`config.mk`:
```
export PLATFORM = sky130hd
export DESIGN_NAME = rfse_fault_event
export DESIGN_NICKNAME = d
export VERILOG_FILES = /design/src/hw/rfse_pkg.sv /design/src/hw/rfse_fault_event.sv
export VERILOG_INCLUDE_DIRS = /design/src /design/src/hw
export SDC_FILE = /design/constraint.sdc
export NUM_CORES = 1
export LEC_CHECK = 0
export BUFFER_PORTS_ARGS = -buffer_cell sky130_fd_sc_hd__buf_2
export CORE_ASPECT_RATIO = 1.4
export CORE_MARGIN = 1
export CORE_UTILIZATION = 44
export CTS_CLUSTER_DIAMETER = 200
export DETAILED_ROUTE_END_ITERATION = 10
export PLACE_DENSITY_LB_ADDON = 0.2
export SETUP_SLACK_MARGIN = 0.2
export SLEW_MARGIN = 20
export SYNTH_ARGS = -nofsm -noshare
export SYNTH_HDL_FRONTEND = slang
export SYNTH_SLANG_ARGS = --single-unit
```
`constraint.sdc`:
```
create_clock -name clk -period 2 [get_ports clk]
set_clock_uncertainty 0.05 [all_clocks]
set_input_delay 0.6 -clock clk [delete_from_list [all_inputs] [get_ports clk]]
set_output_delay 0.6 -clock clk [all_outputs]
set_load 0.02 [all_outputs]
```
`src/hw/rfse_map.svh`:
```
// register map, field positions and reset values of the fault status and event block
// assumes a 32-bit classic Wishbone slave decoding byte addresses
`ifndef RFSE_MAP_SVH
`define RFSE_MAP_SVH
`define RFSE_OFS_STATUS   8'h34
`define RFSE_OFS_CONTROL  8'h38
`define RFSE_OFS_DATA     8'h3C
`define RFSE_OFS_ADDR     8'h40
`define RFSE_OFS_UADDR    8'h44
`define RFSE_OFS_RECFLAGS 8'h48
`define RFSE_OFS_IRQMASK  8'h4C
`define RFSE_NREC         8
`define RFSE_FRI_LSB      8
`define RFSE_ITE_BIT      6
`define RFSE_ICE_BIT      5
`define RFSE_IQE_BIT      4
`define RFSE_APF_BIT      3
`define RFSE_AFO_BIT      2
`define RFSE_PPF_BIT      1
`define RFSE_PFO_BIT      0
`define RFSE_IM_BIT       31
`define RFSE_IP_BIT       30
`define RFSE_IM_RST       1'h1
`define RFSE_IRQMASK_RST  7'h7F
`define RFSE_HAS_DEVTLB   1'h1
`define RFSE_HAS_QINV     1'h1
`define RFSE_HAS_AFL      1'h1
`define RFSE_HAS_XDATA    1'h1
`define RFSE_HAS_XADDR    1'h1
`endif

```
`src/hw/rfse_pkg.sv`:
```
// types shared by the fault status and event block
// assumes the map header for sizes
package rfse_pkg;
  typedef enum logic [0:0] {
    RFSE_IDLE = 1'b0,
    RFSE_SEND = 1'b1
  } rfse_st_e;

  typedef struct packed {
    logic [63:0] addr;
    logic [31:0] data;
  } rfse_msg_s;

  typedef struct packed {
    logic fault;
    logic adv_rec0;
    logic adv_ovf;
    logic inv_queue_err;
    logic inv_completion_err;
    logic inv_timeout_err;
  } rfse_evt_s;
endpackage

```
`src/hw/rfse_fault_event.sv`:
```
// fault status collection, record flags and fault-event message issue
// assumes event pulses on clk, a Wishbone master and a fabric port with valid/ready
//
// The implementer's own choice: register access over Wishbone.
`timescale 1ns/1ps
`include "rfse_map.svh"
module rfse_fault_event (
  input  wire logic               clk,        // 200 MHz clock
  input  wire logic               sys_rst,    // ordinary reset, sync high
  input  wire logic               pg_rst,     // power-good reset, sync high
  input  wire logic               wb_cyc_i,   // bus cycle
  input  wire logic               wb_stb_i,   // strobe
  input  wire logic               wb_we_i,    // write
  input  wire logic [7:0]         wb_adr_i,   // byte address
  input  wire logic [3:0]         wb_sel_i,   // byte lanes
  input  wire logic [31:0]        wb_dat_i,   // write data
  output logic      [31:0]        wb_dat_o,   // read data
  output logic                    wb_ack_o,   // acknowledge
  input  wire rfse_pkg::rfse_evt_s evt,       // hardware event pulses
  output logic                    msg_valid,  // message write request
  input  wire logic               msg_ready,  // fabric takes message
  output rfse_pkg::rfse_msg_s     msg,        // message address and data
  output logic                    irq         // unmasked status level
);

  localparam int NREC = `RFSE_NREC;

  // bus slave state
  logic        ack_ff;
  logic        nxt_ack;
  logic [31:0] rdat_ff;
  logic [31:0] nxt_rdat;

  // sticky state
  logic [6:0]      sts_ff;
  logic [6:0]      nxt_sts;
  logic [NREC-1:0] recf_ff;
  logic [NREC-1:0] nxt_recf;
  logic [7:0]      fri_ff;
  logic [7:0]      nxt_fri;
  logic [2:0]      ptr_ff;
  logic [2:0]      nxt_ptr;
  logic            stage_ff;
  logic            nxt_stage;
  logic [2:0]      sidx_ff;
  logic [2:0]      nxt_sidx;

  // control state
  logic               im_ff;
  logic               nxt_im;
  logic               ip_ff;
  logic               nxt_ip;
  logic [31:0]        data_ff;
  logic [31:0]        nxt_data;
  logic [31:0]        addr_ff;
  logic [31:0]        nxt_addr;
  logic [31:0]        uaddr_ff;
  logic [31:0]        nxt_uaddr;
  logic [6:0]         imask_ff;
  logic [6:0]         nxt_imask;
  rfse_pkg::rfse_st_e st_ff;
  rfse_pkg::rfse_st_e nxt_st;
  rfse_pkg::rfse_msg_s msg_ff;
  rfse_pkg::rfse_msg_s nxt_msg;

  logic [31:0] bmask;
  logic [31:0] wv;
  logic        req;
  logic        wr;
  logic        primary_pending_fault;
  logic        any_old;
  logic        cond;
  logic        sent;
  logic [6:0]  sts_view;
  logic [6:0]  hw_set;

  assign bmask = {{8{wb_sel_i[3]}}, {8{wb_sel_i[2]}}, {8{wb_sel_i[1]}}, {8{wb_sel_i[0]}}};
  assign wv    = wb_dat_i & bmask;
  assign req   = wb_cyc_i & wb_stb_i;
  // write takes effect at the edge where the master sees ack
  assign wr    = req & wb_we_i & ack_ff;
  assign primary_pending_fault   = |recf_ff;
  assign sent  = msg_valid & msg_ready;

  // visible status with the record OR in its slot
  always_comb begin
    sts_view = sts_ff;
    sts_view[`RFSE_PPF_BIT] = primary_pending_fault;
  end

  // ---------------- bus slave ----------------
  always_comb begin
    nxt_ack  = req & ~ack_ff;
    nxt_rdat = rdat_ff;
    if (req & ~ack_ff) begin
      unique case (wb_adr_i)
        `RFSE_OFS_STATUS:   nxt_rdat = {16'h0000, fri_ff, 1'b0, sts_view};
        `RFSE_OFS_CONTROL:  nxt_rdat = {im_ff, ip_ff, 30'h00000000};
        `RFSE_OFS_DATA:     nxt_rdat = data_ff;
        `RFSE_OFS_ADDR:     nxt_rdat = addr_ff;
        `RFSE_OFS_UADDR:    nxt_rdat = uaddr_ff;
        `RFSE_OFS_RECFLAGS: nxt_rdat = {24'h000000, recf_ff};
        `RFSE_OFS_IRQMASK:  nxt_rdat = {25'h0000000, imask_ff};
        default:            nxt_rdat = 32'h00000000;
      endcase
    end
  end

  always_ff @(posedge clk) begin
    if (sys_rst | pg_rst) begin
      ack_ff  <= 1'b0;
      rdat_ff <= 32'h00000000;
    end else begin
      ack_ff  <= nxt_ack;
      rdat_ff <= nxt_rdat;
    end
  end

  assign wb_ack_o = ack_ff;
  assign wb_dat_o = rdat_ff;

  // ---------------- status and records ----------------
  always_comb begin
    nxt_sts   = sts_ff;
    nxt_recf  = recf_ff;
    nxt_fri   = fri_ff;
    nxt_ptr   = ptr_ff;
    nxt_stage = 1'b0;
    nxt_sidx  = sidx_ff;
    hw_set    = 7'h00;
    // software clears first so that hardware sets win
    if (wr && wb_adr_i == `RFSE_OFS_STATUS) begin
      nxt_sts[`RFSE_ITE_BIT] = sts_ff[`RFSE_ITE_BIT] & ~wv[`RFSE_ITE_BIT];
      nxt_sts[`RFSE_ICE_BIT] = sts_ff[`RFSE_ICE_BIT] & ~wv[`RFSE_ICE_BIT];
      nxt_sts[`RFSE_IQE_BIT] = sts_ff[`RFSE_IQE_BIT] & ~wv[`RFSE_IQE_BIT];
      nxt_sts[`RFSE_APF_BIT] = sts_ff[`RFSE_APF_BIT] & ~wv[`RFSE_APF_BIT];
      nxt_sts[`RFSE_AFO_BIT] = sts_ff[`RFSE_AFO_BIT] & ~wv[`RFSE_AFO_BIT];
      nxt_sts[`RFSE_PFO_BIT] = sts_ff[`RFSE_PFO_BIT] & ~wv[`RFSE_PFO_BIT];
    end
    if (wr && wb_adr_i == `RFSE_OFS_RECFLAGS) begin
      nxt_recf = recf_ff & ~wv[NREC-1:0];
    end
    // second step of recording: flag follows captured details
    if (stage_ff) begin
      nxt_recf[sidx_ff] = 1'b1;
      if (!primary_pending_fault) begin
        nxt_fri = {5'h00, sidx_ff};
      end
    end
    // first step: claim a slot, or flag overflow
    if (evt.fault && !sts_ff[`RFSE_PFO_BIT]) begin
      if (recf_ff[ptr_ff] || (stage_ff && sidx_ff == ptr_ff)) begin
        nxt_sts[`RFSE_PFO_BIT] = 1'b1;
      end else begin
        nxt_stage = 1'b1;
        nxt_sidx  = ptr_ff;
        nxt_ptr   = ptr_ff + 3'h1;
      end
    end
    hw_set[`RFSE_ITE_BIT] = evt.inv_timeout_err & `RFSE_HAS_DEVTLB;
    hw_set[`RFSE_ICE_BIT] = evt.inv_completion_err & `RFSE_HAS_DEVTLB;
    hw_set[`RFSE_IQE_BIT] = evt.inv_queue_err & `RFSE_HAS_QINV;
    hw_set[`RFSE_APF_BIT] = evt.adv_rec0 & ~sts_ff[`RFSE_APF_BIT] & `RFSE_HAS_AFL;
    hw_set[`RFSE_AFO_BIT] = evt.adv_ovf & `RFSE_HAS_AFL;
    nxt_sts = nxt_sts | hw_set;
    nxt_sts[`RFSE_PPF_BIT] = 1'b0;
  end

  // only the power-good reset touches sticky state
  always_ff @(posedge clk) begin
    if (pg_rst) begin
      sts_ff   <= 7'h00;
      recf_ff  <= '0;
      fri_ff   <= 8'h00;
      ptr_ff   <= 3'h0;
      stage_ff <= 1'b0;
      sidx_ff  <= 3'h0;
    end else begin
      sts_ff   <= nxt_sts;
      recf_ff  <= nxt_recf;
      fri_ff   <= nxt_fri;
      ptr_ff   <= nxt_ptr;
      stage_ff <= nxt_stage;
      sidx_ff  <= nxt_sidx;
    end
  end

  // interrupt condition: a listed flag sets while everything was clear
  assign any_old = |sts_view;
  assign cond    = ~any_old & ((stage_ff & ~primary_pending_fault) | hw_set[`RFSE_APF_BIT]
                  | hw_set[`RFSE_IQE_BIT] | hw_set[`RFSE_ICE_BIT] | hw_set[`RFSE_ITE_BIT]);

  // ---------------- control and message ----------------
  always_comb begin
    nxt_im    = im_ff;
    nxt_ip    = ip_ff;
    nxt_data  = data_ff;
    nxt_addr  = addr_ff;
    nxt_uaddr = uaddr_ff;
    nxt_imask = imask_ff;
    nxt_st    = st_ff;
    nxt_msg   = msg_ff;
    if (wr) begin
      unique case (wb_adr_i)
        `RFSE_OFS_CONTROL: begin
          if (wb_sel_i[3]) begin
            nxt_im = wb_dat_i[`RFSE_IM_BIT];
          end
        end
        `RFSE_OFS_DATA: begin
          nxt_data = (data_ff & ~bmask) | wv;
          if (!`RFSE_HAS_XDATA) begin
            nxt_data[31:16] = 16'h0000;
          end
        end
        `RFSE_OFS_ADDR: begin
          nxt_addr = {((addr_ff[31:2] & ~bmask[31:2]) | wv[31:2]), 2'b00};
        end
        `RFSE_OFS_UADDR: begin
          nxt_uaddr = `RFSE_HAS_XADDR ? ((uaddr_ff & ~bmask) | wv) : 32'h00000000;
        end
        `RFSE_OFS_IRQMASK: begin
          nxt_imask = (imask_ff & ~bmask[6:0]) | wv[6:0];
        end
        default: begin
        end
      endcase
    end
    unique case (st_ff)
      rfse_pkg::RFSE_IDLE: begin
        if (ip_ff && !im_ff) begin
          nxt_st        = rfse_pkg::RFSE_SEND;
          nxt_msg.addr  = {uaddr_ff, addr_ff[31:2], 2'b00};
          nxt_msg.data  = data_ff;
        end
      end
      rfse_pkg::RFSE_SEND: begin
        if (msg_ready) begin
          nxt_st = rfse_pkg::RFSE_IDLE;
        end
      end
    endcase
    // pending clears when serviced; a fresh condition wins
    if (sent || !any_old) begin
      nxt_ip = 1'b0;
    end
    if (cond) begin
      nxt_ip = 1'b1;
    end
  end

  always_ff @(posedge clk) begin
    if (sys_rst | pg_rst) begin
      im_ff    <= `RFSE_IM_RST;
      ip_ff    <= 1'b0;
      data_ff  <= 32'h00000000;
      addr_ff  <= 32'h00000000;
      uaddr_ff <= 32'h00000000;
      imask_ff <= `RFSE_IRQMASK_RST;
      st_ff    <= rfse_pkg::RFSE_IDLE;
      msg_ff   <= '0;
    end else begin
      im_ff    <= nxt_im;
      ip_ff    <= nxt_ip;
      data_ff  <= nxt_data;
      addr_ff  <= nxt_addr;
      uaddr_ff <= nxt_uaddr;
      imask_ff <= nxt_imask;
      st_ff    <= nxt_st;
      msg_ff   <= nxt_msg;
    end
  end

  assign msg_valid = (st_ff == rfse_pkg::RFSE_SEND);
  assign msg       = msg_ff;
  assign irq       = |(sts_view & ~imask_ff);

  // ---------------- checks ----------------
  fri_capture_a: assert property (@(posedge clk) disable iff (sys_rst | pg_rst)
    $rose(primary_pending_fault) |-> fri_ff == {5'h00, $past(sidx_ff)})
    else $error("first record index not captured");

  ovf_drop_a: assert property (@(posedge clk) disable iff (sys_rst | pg_rst)
    sts_ff[`RFSE_PFO_BIT] && evt.fault |=> !stage_ff)
    else $error("fault recorded during overflow");

  mask_blocks_a: assert property (@(posedge clk) disable iff (sys_rst | pg_rst)
    $rose(msg_valid) |-> !$past(im_ff))
    else $error("message launched while masked");

  cond_sets_ip_a: assert property (@(posedge clk) disable iff (sys_rst | pg_rst)
    cond |=> ip_ff)
    else $error("pending not set on condition");

  no_new_cond_a: assert property (@(posedge clk) disable iff (sys_rst | pg_rst)
    $rose(ip_ff) |-> !$past(any_old))
    else $error("pending rose with status already set");

  ip_held_a: assert property (@(posedge clk) disable iff (sys_rst | pg_rst)
    ip_ff && im_ff && any_old && !sent |=> ip_ff)
    else $error("pending dropped while held");

  ip_serviced_a: assert property (@(posedge clk) disable iff (sys_rst | pg_rst)
    sent && !cond |=> !ip_ff && !msg_valid)
    else $error("pending not cleared after send");

  msg_form_a: assert property (@(posedge clk) disable iff (sys_rst | pg_rst)
    $rose(msg_valid) |-> msg.addr[1:0] == 2'b00 && msg.addr[31:2] == $past(addr_ff[31:2]))
    else $error("message address malformed");

  flag_after_a: assert property (@(posedge clk) disable iff (sys_rst | pg_rst)
    stage_ff |=> recf_ff[$past(sidx_ff)])
    else $error("record flag not set after capture");

  bus_ack_a: assert property (@(posedge clk) disable iff (sys_rst | pg_rst)
    req && !ack_ff |=> ack_ff ##1 !ack_ff)
    else $error("ack not a single cycle after request");

endmodule // rfse_fault_event

```
==> results.py, run 1 <==
metrics = {
    "outcome": {
        "status": "finished with violations",
        "failed_checks": "negative setup slack",
    },
    "cts": {
        "holdBufCountCts": 0,
        "clk_pin_slew_ps": 60,
        "ctsHtreeMaxLevel": 1,
        "cts_inserted_buffers": 26,
        "cts_tree": "built",
        "clockBufferDepth": 3,
        "clock-sinks": 255,
        "cts-root-buf": "clkbuf_16",
        "insertion_delay_ps": 530,
    },
    "sta": {
        "setup_ws_ps": -543.0,
        "whs_ps": 255.6,
        "max_freq_mhz": 393.2,
        "hold_viol": 0,
        "slew_viol_final": 0,
        "rsz0062_at_grt": "true",
        "tns_ps": -543.0,
        "min_period_over_period": 1.271,
        "period_minus_slack_ps": 2543,
        "setup_viol": 1,
    },
    "critical_path": {
        "end_kind": "output pin",
        "critical_path.top_delay_family": "simple AND/OR/NAND/NOR gates",
        "r2r_slack_ps": 250,
        "cp.arrival_ps": 1890,
        "cpPeakStageDelay_ps": 440,
        "crit_path_top_delay_cell": "or4_4",
        "criticalPathCategory": "flip-flop to output pin",
        "start_kind": "flip-flop",
        "cp_max_fo": 2,
        "crit_buf_inv": 1,
        "crit_chain": "nor4_4 -> a21oi_2 -> or4_4 -> buf_6",
        "required_ps": 1350,
    },
    "route": {
        "via_count": 9800,
        "wirelength_um": 32960,
        "routedWlPerCell_um": 18.55,
        "final_antenna_net_count": 0,
        "drcViolationCount": 0,
        "avgViaCountPerCell": 5.515,
        "firstDrtPassIters": 6,
        "first_iter_violations": 790,
    },
    "floorplanning": {
        "ioPinCount": 188,
        "core_um2": 23370,
        "die_h_um": 184.9,
        "rows": 66,
        "die-area_um2": 24520,
        "initial_utilization": 0.4498,
        "die_w_um": 132.6,
    },
    "power_and_ir_drop": {
        "leakage_nw": 5.266,
        "p_total_mw": 10.49,
        "power_density_nw_per_um2": 789.0,
        "ir_worst_vdd_mv": 0.6076,
    },
    "logic_synthesis": {
        "synth.top_cell.area_share": 0.4856,
        "ys_warn_count": 0,
        "synthTopCellsByArea": "dfxtp_1, nand2_1, a21oi_1, mux2i_1, o21ai_0",
        "synth.cells.most_frequent": "dfxtp_1, nand2_1, a21oi_1",
        "synthCells": 1254,
        "post_synth_num_cell_types": 68,
        "syn_avg_cell_area_um2": 8.383,
        "yosysSeqAreaShare": 0.4856,
        "netlist_area_um2": 10510,
        "synth_edf_count": 0,
        "synth-async-reset-ratio": 0,
        "synth_most_common_cell": "dfxtp_1",
        "ys_seq_elements": 255,
        "ys.flop_type": "dfxtp_1",
        "synth_top_cell_by_area": "dfxtp_1",
    },
    "placement": {
        "port_buffers": 185,
        "place_congestion": 0.9729,
        "placedCellCount": 1729,
        "hpwl_um": 23840,
    },
    "grt": {
        "grt_use_total": 0.2653,
        "antenna_found_initial": 1,
        "grt_overflow": 0,
        "grt_pass1_wl_um": 51330,
        "grt_max_degree": 80,
        "grt_pass1_vias": 9401,
    },
    "final_layout": {
        "area_growth_pct": 26.52,
        "nFillCells": 2211,
        "post_route_cells_drive_above_1_share": 0.2638,
        "stdcell_count": 1777,
        "fin_nets": 1512,
        "num_antenna_cells": 0,
    },
    "flow_run": {
        "drv_cap": 0,
    },
    "hold_path": {
        "holdCritPathClass": "input pin to flip-flop",
    },
}
-- power breakdown --
| part | switching, mW | total [mW] | internal [mW] | leakage [nW] |
|---|---|---|---|---|
| logic | 0.367 | 0.613 | 0.246 | 2.80 |
| registers | 0.0540 | 5.16 | 5.11 | 2.06 |
| clock network | 2.01 | 4.72 | 2.71 | 0.408 |
-- kinds of logic after synthesis --
logic type / count (synthesis) / share of synthesized area
flops: 255 / 0.4856
other cells: 1 / 0.0003567
simple gates: 444 / 0.1934
xor+xnor: 3 / 0.002500
compound gates: 342 / 0.1831
fa+ha+maj: 1 / 0.001190
buf+inv: 130 / 0.05332
mux: 78 / 0.08058
-- layout make-up --
type | count | area, um2 | area share
inverters | 24 | 90.09 | 0.006773
multi-input cells | 870 | 5081 | 0.3820
repair buffers | 277 | 1810 | 0.1361
clock buffers | 37 | 742.0 | 0.05579
clock inverters | 8 | 83.83 | 0.006303
flip-flops and latches | 255 | 5110 | 0.3842
well taps | 306 | 382.9 | 0.02879
-- worst paths after layout --
path	start	end	cells past startpoint
worst max-delay path	recf_ff[7]	irq	4
worst min-delay path	evt[3]	sts_ff[2]	3
worst max register to register	ptr_ff[1]	ptr_ff[1]	4
worst min register to register	wb_dat_o[27]	wb_dat_o[27]	2
-- metal layers --
layer  share of wire  GRT usage
met1            0.39     0.3043
met2            0.51     0.4764
met3           0.052    0.03530
met4           0.053     0.1457
met5               0          0
-- worst min-delay path: stages --
cell	delay [ps]
buf_2	100
inv_1	40
a21oi_1	50
-- through the flow --
stage | utilization | cell area [um2] | setup slack, ps
after global routing | 0.5691 | 13300 | -584.6
after detailed placement | 0.5317 | 12430 | -181.0
final | 0.5691 | 13300 | -543.0
after floorplan | - | 10810 | 57.81
after global placement | 0.5317 | 12430 | -165.6
after CTS | 0.5681 | 13280 | -556.4
-- what timing repair did --
item,4_1_cts,5_1_grt
resized for setup,5,4
pin swaps,3,4
endpoints found under the setup margin,6,3
setup buffers,1,2
hold endpoints to repair,0,0
-- layout by cell type, fill, tap and decap left out, drive strengths merged, types with 4 or more instances in the layout --
cell,synthesis,routed
nor2b,4,4
a21oi,169,169
o31ai,7,7
clkinv,0,7
nand3,77,77
inv,24,24
a22oi,20,20
buf,34,277
dfxtp,255,255
nand2,248,248
nor2,53,53
mux2i,52,52
and3,7,7
o311ai,5,5
and2,6,6
clkbuf,72,37
or2,4,4
o21ai,105,105
mux2,23,23
nor3,10,10
a221oi,8,8
o22ai,6,6
nand4,10,10
Power figures use the tool's default switching activity.
==> run 2, diff against run 1 <==
--- a/config.mk
+++ b/config.mk
@@ -9,7 +9,7 @@
 export BUFFER_PORTS_ARGS = -buffer_cell sky130_fd_sc_hd__buf_2
 export CORE_ASPECT_RATIO = 1.4
 export CORE_MARGIN = 1
-export CORE_UTILIZATION = 44
+export CORE_UTILIZATION = 45
 export CTS_CLUSTER_DIAMETER = 200
 export DETAILED_ROUTE_END_ITERATION = 10
 export PLACE_DENSITY_LB_ADDON = 0.2
==> constraint.sdc (replaced) <==
create_clock -name clk -period 2.9 [get_ports clk]
set_clock_uncertainty 0.05 [all_clocks]
set_input_delay 0.87 -clock clk [delete_from_list [all_inputs] [get_ports clk]]
set_output_delay 0.87 -clock clk [all_outputs]
set_load 0.02 [all_outputs]
==> results.py, run 2 (synthesized netlist as in run 1, its figures left out) <==
metrics = {
    "critical_path": {
        "cp_max_fo": 2,
        "end_kind": "output pin",
        "reg2reg_from": "recf_ff[7]",
        "cp-startpoint": "recf_ff[7]",
        "start_kind": "flip-flop",
        "required_ps": 1980,
        "cp.arrival_ps": 1860,
        "criticalPathCategory": "flip-flop to output pin",
    },
    "placement": {
        "place_congestion": 0.9375,
        "port_buffers": 185,
        "hpwl_um": 23760,
        "placedCellCount": 1683,
    },
    "final_layout": {
        "multiInputGateArea_um2": 4946,
        "area_growth_pct": 22.32,
        "regArea_um2": 5121,
        "layout_common_cells": "dfxtp_1, nand2_1, buf_2",
        "stdcell_count": 1746,
        "utilization": 0.5667,
        "post_route_cells_drive_above_1_share": 0.2405,
        "mostFrequentLayoutCell": "dfxtp_1",
        "nFillCells": 2200,
        "fin_nets": 1484,
    },
    "cts": {
        "clockBufferDepth": 3,
        "cts-root-buf": "clkbuf_16",
        "cts_tree": "built",
        "clock-sinks": 255,
        "ctsHtreeMaxLevel": 1,
        "clk_pin_slew_ps": 60,
        "insertion_delay_ps": 520,
        "holdBufCountCts": 0,
        "cts_inserted_buffers": 25,
    },
    "grt": {
        "grt_use_met3": 0.03261,
        "grt_overflow": 0,
        "grt_use_total": 0.2730,
        "grt_use_met2": 0.4974,
        "busiest_layer": "met2",
        "grt_pass1_wl_um": 52330,
        "grt_max_degree": 96,
        "grt_pass1_vias": 9610,
        "met1_usage": 0.3199,
        "antenna_found_initial": 2,
    },
    "route": {
        "avgViaCountPerCell": 5.636,
        "via_count": 9841,
        "routedWlPerCell_um": 19.22,
        "firstDrtPassIters": 5,
        "wirelength_um": 33560,
        "final_antenna_net_count": 0,
        "first_iter_violations": 816,
        "drcViolationCount": 0,
    },
    "power_and_ir_drop": {
        "ir_worst_vdd_mv": 0.6017,
        "leakage_nw": 5.057,
        "power_density_nw_per_um2": 550.4,
    },
    "flow_run": {
        "drv_cap": 0,
    },
    "sta": {
        "tns_ps": 0,
        "period_minus_slack_ps": 2782,
        "tightest_slew_ps": 1008,
        "relSlewSlack": 0.3282,
        "rsz0062_at_grt": "true",
        "hold_viol": 0,
        "min_period_over_period": 0.9593,
        "setup_viol": 0,
        "max_freq_mhz": 359.4,
        "slew_viol_final": 0,
    },
    "floorplanning": {
        "core_um2": 22690,
        "rows": 65,
        "initial_utilization": 0.4633,
        "die_h_um": 182.8,
        "die-area_um2": 23980,
        "die_w_um": 131.2,
        "ioPinCount": 188,
    },
    "hold_path": {
        "hp-start": "wb_dat_o[1]",
        "holdCritPathClass": "flip-flop to flip-flop",
    },
    "outcome": {
        "status": "completed",
    },
}
[run 2: repair_timing]
item                                    in CTS  in global routing
hold endpoints to repair                     0                  0
pin swaps                                    2                  6
endpoints found under the setup margin       1                  6
setup buffers                               14                  3
gates resized for setup                      7                 21
[run 2: layout make-up]
cell class | instances | area share
timing repair buffer | 250 | 0.1213
sequential | 255 | 0.3983
tap | 301 | 0.02929
clock buffer | 36 | 0.05576
clock inverter | 8 | 0.003308
antenna | 2 | 0.0003892
inverter | 24 | 0.007006
multi-input combinational | 870 | 0.3846
[run 2: path summary, 6_finish.rpt]
path,to,slack [ps],cells past startpoint
setup reg to reg,ip_ff,150,18
hold / removal,wb_dat_o[1],390,2
hold reg to reg,wb_dat_o[1],390,2
setup / recovery,irq,120,4
[run 2: stage by stage]
stage | total power [mW] | setup WS, ps | cell area, um2 | hold slack [ps]
after floorplan | 3.841 | 603.9 | 10520 | 386.4
after global placement | 4.011 | 274.0 | 11860 | 389.0
after detailed placement | 4.011 | 273.3 | 11860 | 392.1
after CTS | 7.081 | 99.84 | 12750 | 400.7
after global routing | 7.285 | 59.55 | 12860 | 415.9
final | 7.077 | 118.0 | 12860 | 394.7
[run 2: critical path: stages, from the launching register on]
cell	delay, ps
dfxtp_2	350
nor4_4	310
a21oi_1	110
or4_4	430
buf_6	150
[run 2: layer usage]
| layer | vias up | routed length (um) | share of wire |
|---|---|---|---|
| met5 | - | 0 | 0 |
| met4 | 0 | 1274 | 0.038 |
| met3 | 79 | 1668 | 0.050 |
| met2 | 322 | 17250 | 0.51 |
| met1 | 4736 | 13370 | 0.40 |
| li1 | 4704 | - | - |
[run 2: report_power, final]
group	leakage [nW]	internal, mW	switching (mW)	total (mW)
clock network	0.379	1.71	1.35	3.06
registers	2.06	3.52	0.0430	3.57
logic	2.62	0.191	0.257	0.449
==> run 3, diff against run 2 <==
--- a/config.mk
+++ b/config.mk
@@ -6,6 +6,7 @@
 export SDC_FILE = /design/constraint.sdc
 export NUM_CORES = 1
 export LEC_CHECK = 0
+export ABC_AREA = 1
 export BUFFER_PORTS_ARGS = -buffer_cell sky130_fd_sc_hd__buf_2
 export CORE_ASPECT_RATIO = 1.4
 export CORE_MARGIN = 1
==> results.py, run 3 <==
metrics = {
    "logic_synthesis": {
        "synthCells": 1434,
        "post_synth_num_cell_types": 33,
        "synth-async-reset-ratio": 0,
        "netlist_area_um2": 10450,
        "synth.cells.most_frequent": "nand2_1, dfxtp_1, nand3_1",
        "ys.flop_type": "dfxtp_1",
        "syn_avg_cell_area_um2": 7.289,
        "synth.top_cell.area_share": 0.4884,
        "synth_edf_count": 0,
        "synth_top_cell_by_area": "dfxtp_1",
        "synthTopCellsByArea": "dfxtp_1, nand2_1, nand3_1, a21oi_1, nor2_1",
        "synth_most_common_cell": "nand2_1",
        "yosysSeqAreaShare": 0.4884,
        "ys_seq_elements": 255,
        "ys_warn_count": 0,
    },
    "flow_run": {
        "drv_cap": 0,
    },
    "final_layout": {
        "area_growth_pct": 19.58,
        "fin_nets": 1639,
        "num_antenna_cells": 0,
        "nFillCells": 2246,
        "post-route-cell-area_um2": 12500,
        "post_route_cells_drive_above_1_share": 0.1826,
        "mostFrequentLayoutCell": "nand2_1",
        "layout_common_cells": "nand2_1, dfxtp_1, nand3_1",
    },
    "cts": {
        "clock-sinks": 255,
        "cts-root-buf": "clkbuf_16",
        "ctsHtreeMaxLevel": 1,
        "cts_tree": "built",
        "holdBufCountCts": 0,
        "clockBufferDepth": 3,
        "cts_inserted_buffers": 25,
        "clk_pin_slew_ps": 60,
        "insertion_delay_ps": 520,
    },
    "floorplanning": {
        "ioPinCount": 188,
        "rows": 65,
        "die_h_um": 182.3,
        "die_w_um": 130.8,
        "die-area_um2": 23850,
        "initial_utilization": 0.4607,
        "core_um2": 22690,
    },
    "critical_path": {
        "ff2ff_path_depth": 8,
        "reg2reg_from": "wb_ack_o",
        "cp_max_fo": 4,
        "criticalPathCategory": "flip-flop to output pin",
        "crit_chain": "nor2_1 -> nand4_1 -> inv_1 -> o21ai_0 -> buf_2",
        "required_ps": 1980,
        "cpPeakStageDelay_ps": 390,
        "crit_path_top_delay_cell": "dfxtp_1",
        "end_kind": "output pin",
        "cp.arrival_ps": 1620,
        "r2r_slack_ps": 840,
        "start_kind": "flip-flop",
    },
    "hold_path": {
        "min_to": "msg[93]",
        "holdCritPathClass": "flip-flop to flip-flop",
        "holdPathStages": 2,
        "hp-start": "msg[93]",
    },
    "outcome": {
        "status": "completed",
    },
    "grt": {
        "grt_use_total": 0.2704,
        "grt_overflow": 0,
        "grt_pass1_wl_um": 50540,
        "antenna_found_initial": 0,
        "grt_max_degree": 95,
        "grt_pass1_vias": 9584,
    },
    "route": {
        "via_count": 10244,
        "wirelength_um": 32490,
        "drcViolationCount": 0,
        "first_iter_violations": 809,
        "final_antenna_net_count": 0,
        "avgViaCountPerCell": 5.392,
        "firstDrtPassIters": 5,
        "routedWlPerCell_um": 17.10,
    },
    "power_and_ir_drop": {
        "p_sw_frac": 0.2470,
        "clkPwrFrac": 0.440,
        "ir_worst_vdd_mv": 0.4730,
        "leakage_nw": 4.904,
        "power_density_nw_per_um2": 607.9,
        "p_total_mw": 7.598,
        "power.internal_mw": 5.721,
        "power.switching_mw": 1.877,
        "power_frac_seq": 0.483,
        "p_comb_frac": 0.077,
    },
    "sta": {
        "min_period_over_period": 0.8743,
        "slew_viol_final": 0,
        "tightest_slew_ps": 1040,
        "max_freq_mhz": 394.4,
        "setup_ws_ps": 364.7,
        "rsz0062_at_grt": "false",
        "tns_ps": 0,
        "relSlewSlack": 0.3064,
        "period_minus_slack_ps": 2535,
        "hold_viol": 0,
        "whs_ps": 407.6,
        "setup_viol": 0,
    },
    "placement": {
        "port_buffers": 185,
        "place_congestion": 0.9224,
        "hpwl_um": 22800,
        "placed_cell_area_um2": 11640,
        "dp_slack_ps": 251.4,
    },
}
## run 3: how the worst max path moves through the flow
stage                 from   endpoint  slack (ps)  cells past startpoint
2_1_floorplan  wb_adr_i[0]  flip-flop         850                      9
3_3_place_gp      wb_cyc_i  flip-flop         350                      9
3_5_place_dp      wb_cyc_i  flip-flop         250                      9
4_1_cts         recf_ff[7]        irq         310                      5
5_1_grt         recf_ff[1]        irq         210                      5
6_report        recf_ff[1]        irq         360                      5
## run 3: stage by stage
| stage | instances | util |
|---|---|---|
| 6_report | 1900 | 0.5509 |
| 5_1_grt | 1900 | 0.5509 |
| 4_1_cts | 1900 | 0.5508 |
| 3_5_place_dp | 1855 | 0.5128 |
| 3_3_place_gp | 1855 | 0.5128 |
| 2_1_floorplan | 1435 | - |
## run 3: cells by family (layout without fill, tap and decap cells)
group	Yosys count	after routing	share of synthesized area
flip-flops	255	255	0.4884
XOR/XNOR	3	3	0.002514
buffers and inverters	166	330	0.06620
other	1	2	0.0003588
adder cells (fa/ha/maj)	1	1	0.001197
AND/OR/NAND/NOR	708	708	0.2938
AO/OA/AOI/OAI	300	300	0.1476
## run 3: area by class of cell
class                   count  area (um2)  share of cell area
clock inverters             7       66.31            0.005305
clock buffers              38       794.5             0.06356
flip-flops and latches    255        5107              0.4086
repair buffers            213        1199             0.09590
inverters                  72       274.0             0.02192
well taps                 301       376.6             0.03013
multi-input cells        1014        4682              0.3746
## run 3: layer usage
metal / up-vias / global-route usage / wire [um]
met1: 4743 / 0.3243 / 13060
met2: 346 / 0.4743 / 16330
met3: 91 / 0.02756 / 1598
li1: 5064 / - / -
met5: - / 0 / 0
met4: 0 / 0.1310 / 1496
## run 3: critical path: cells and delay by family (launching register included)
family,cells,cell delay [ps]
AO/OA/AOI/OAI,1,160
buffers and inverters,2,280
flip-flops,1,390
AND/OR/NAND/NOR,2,270
## run 3: what timing repair did
action                                  4_1_cts  5_1_grt
gates resized for setup                       0        2
buffers inserted                              0        0
endpoints found under the setup margin        0        1
## run 3: power groups by stage
stage	Combinational, mW	Clock (mW)	Sequential [mW]
2_1_floorplan	0.428	0	3.69
3_3_place_gp	0.569	0	3.75
3_5_place_dp	0.580	0	3.75
4_1_cts	0.582	3.38	3.67
5_1_grt	0.652	3.53	3.68
6_report	0.585	3.34	3.67
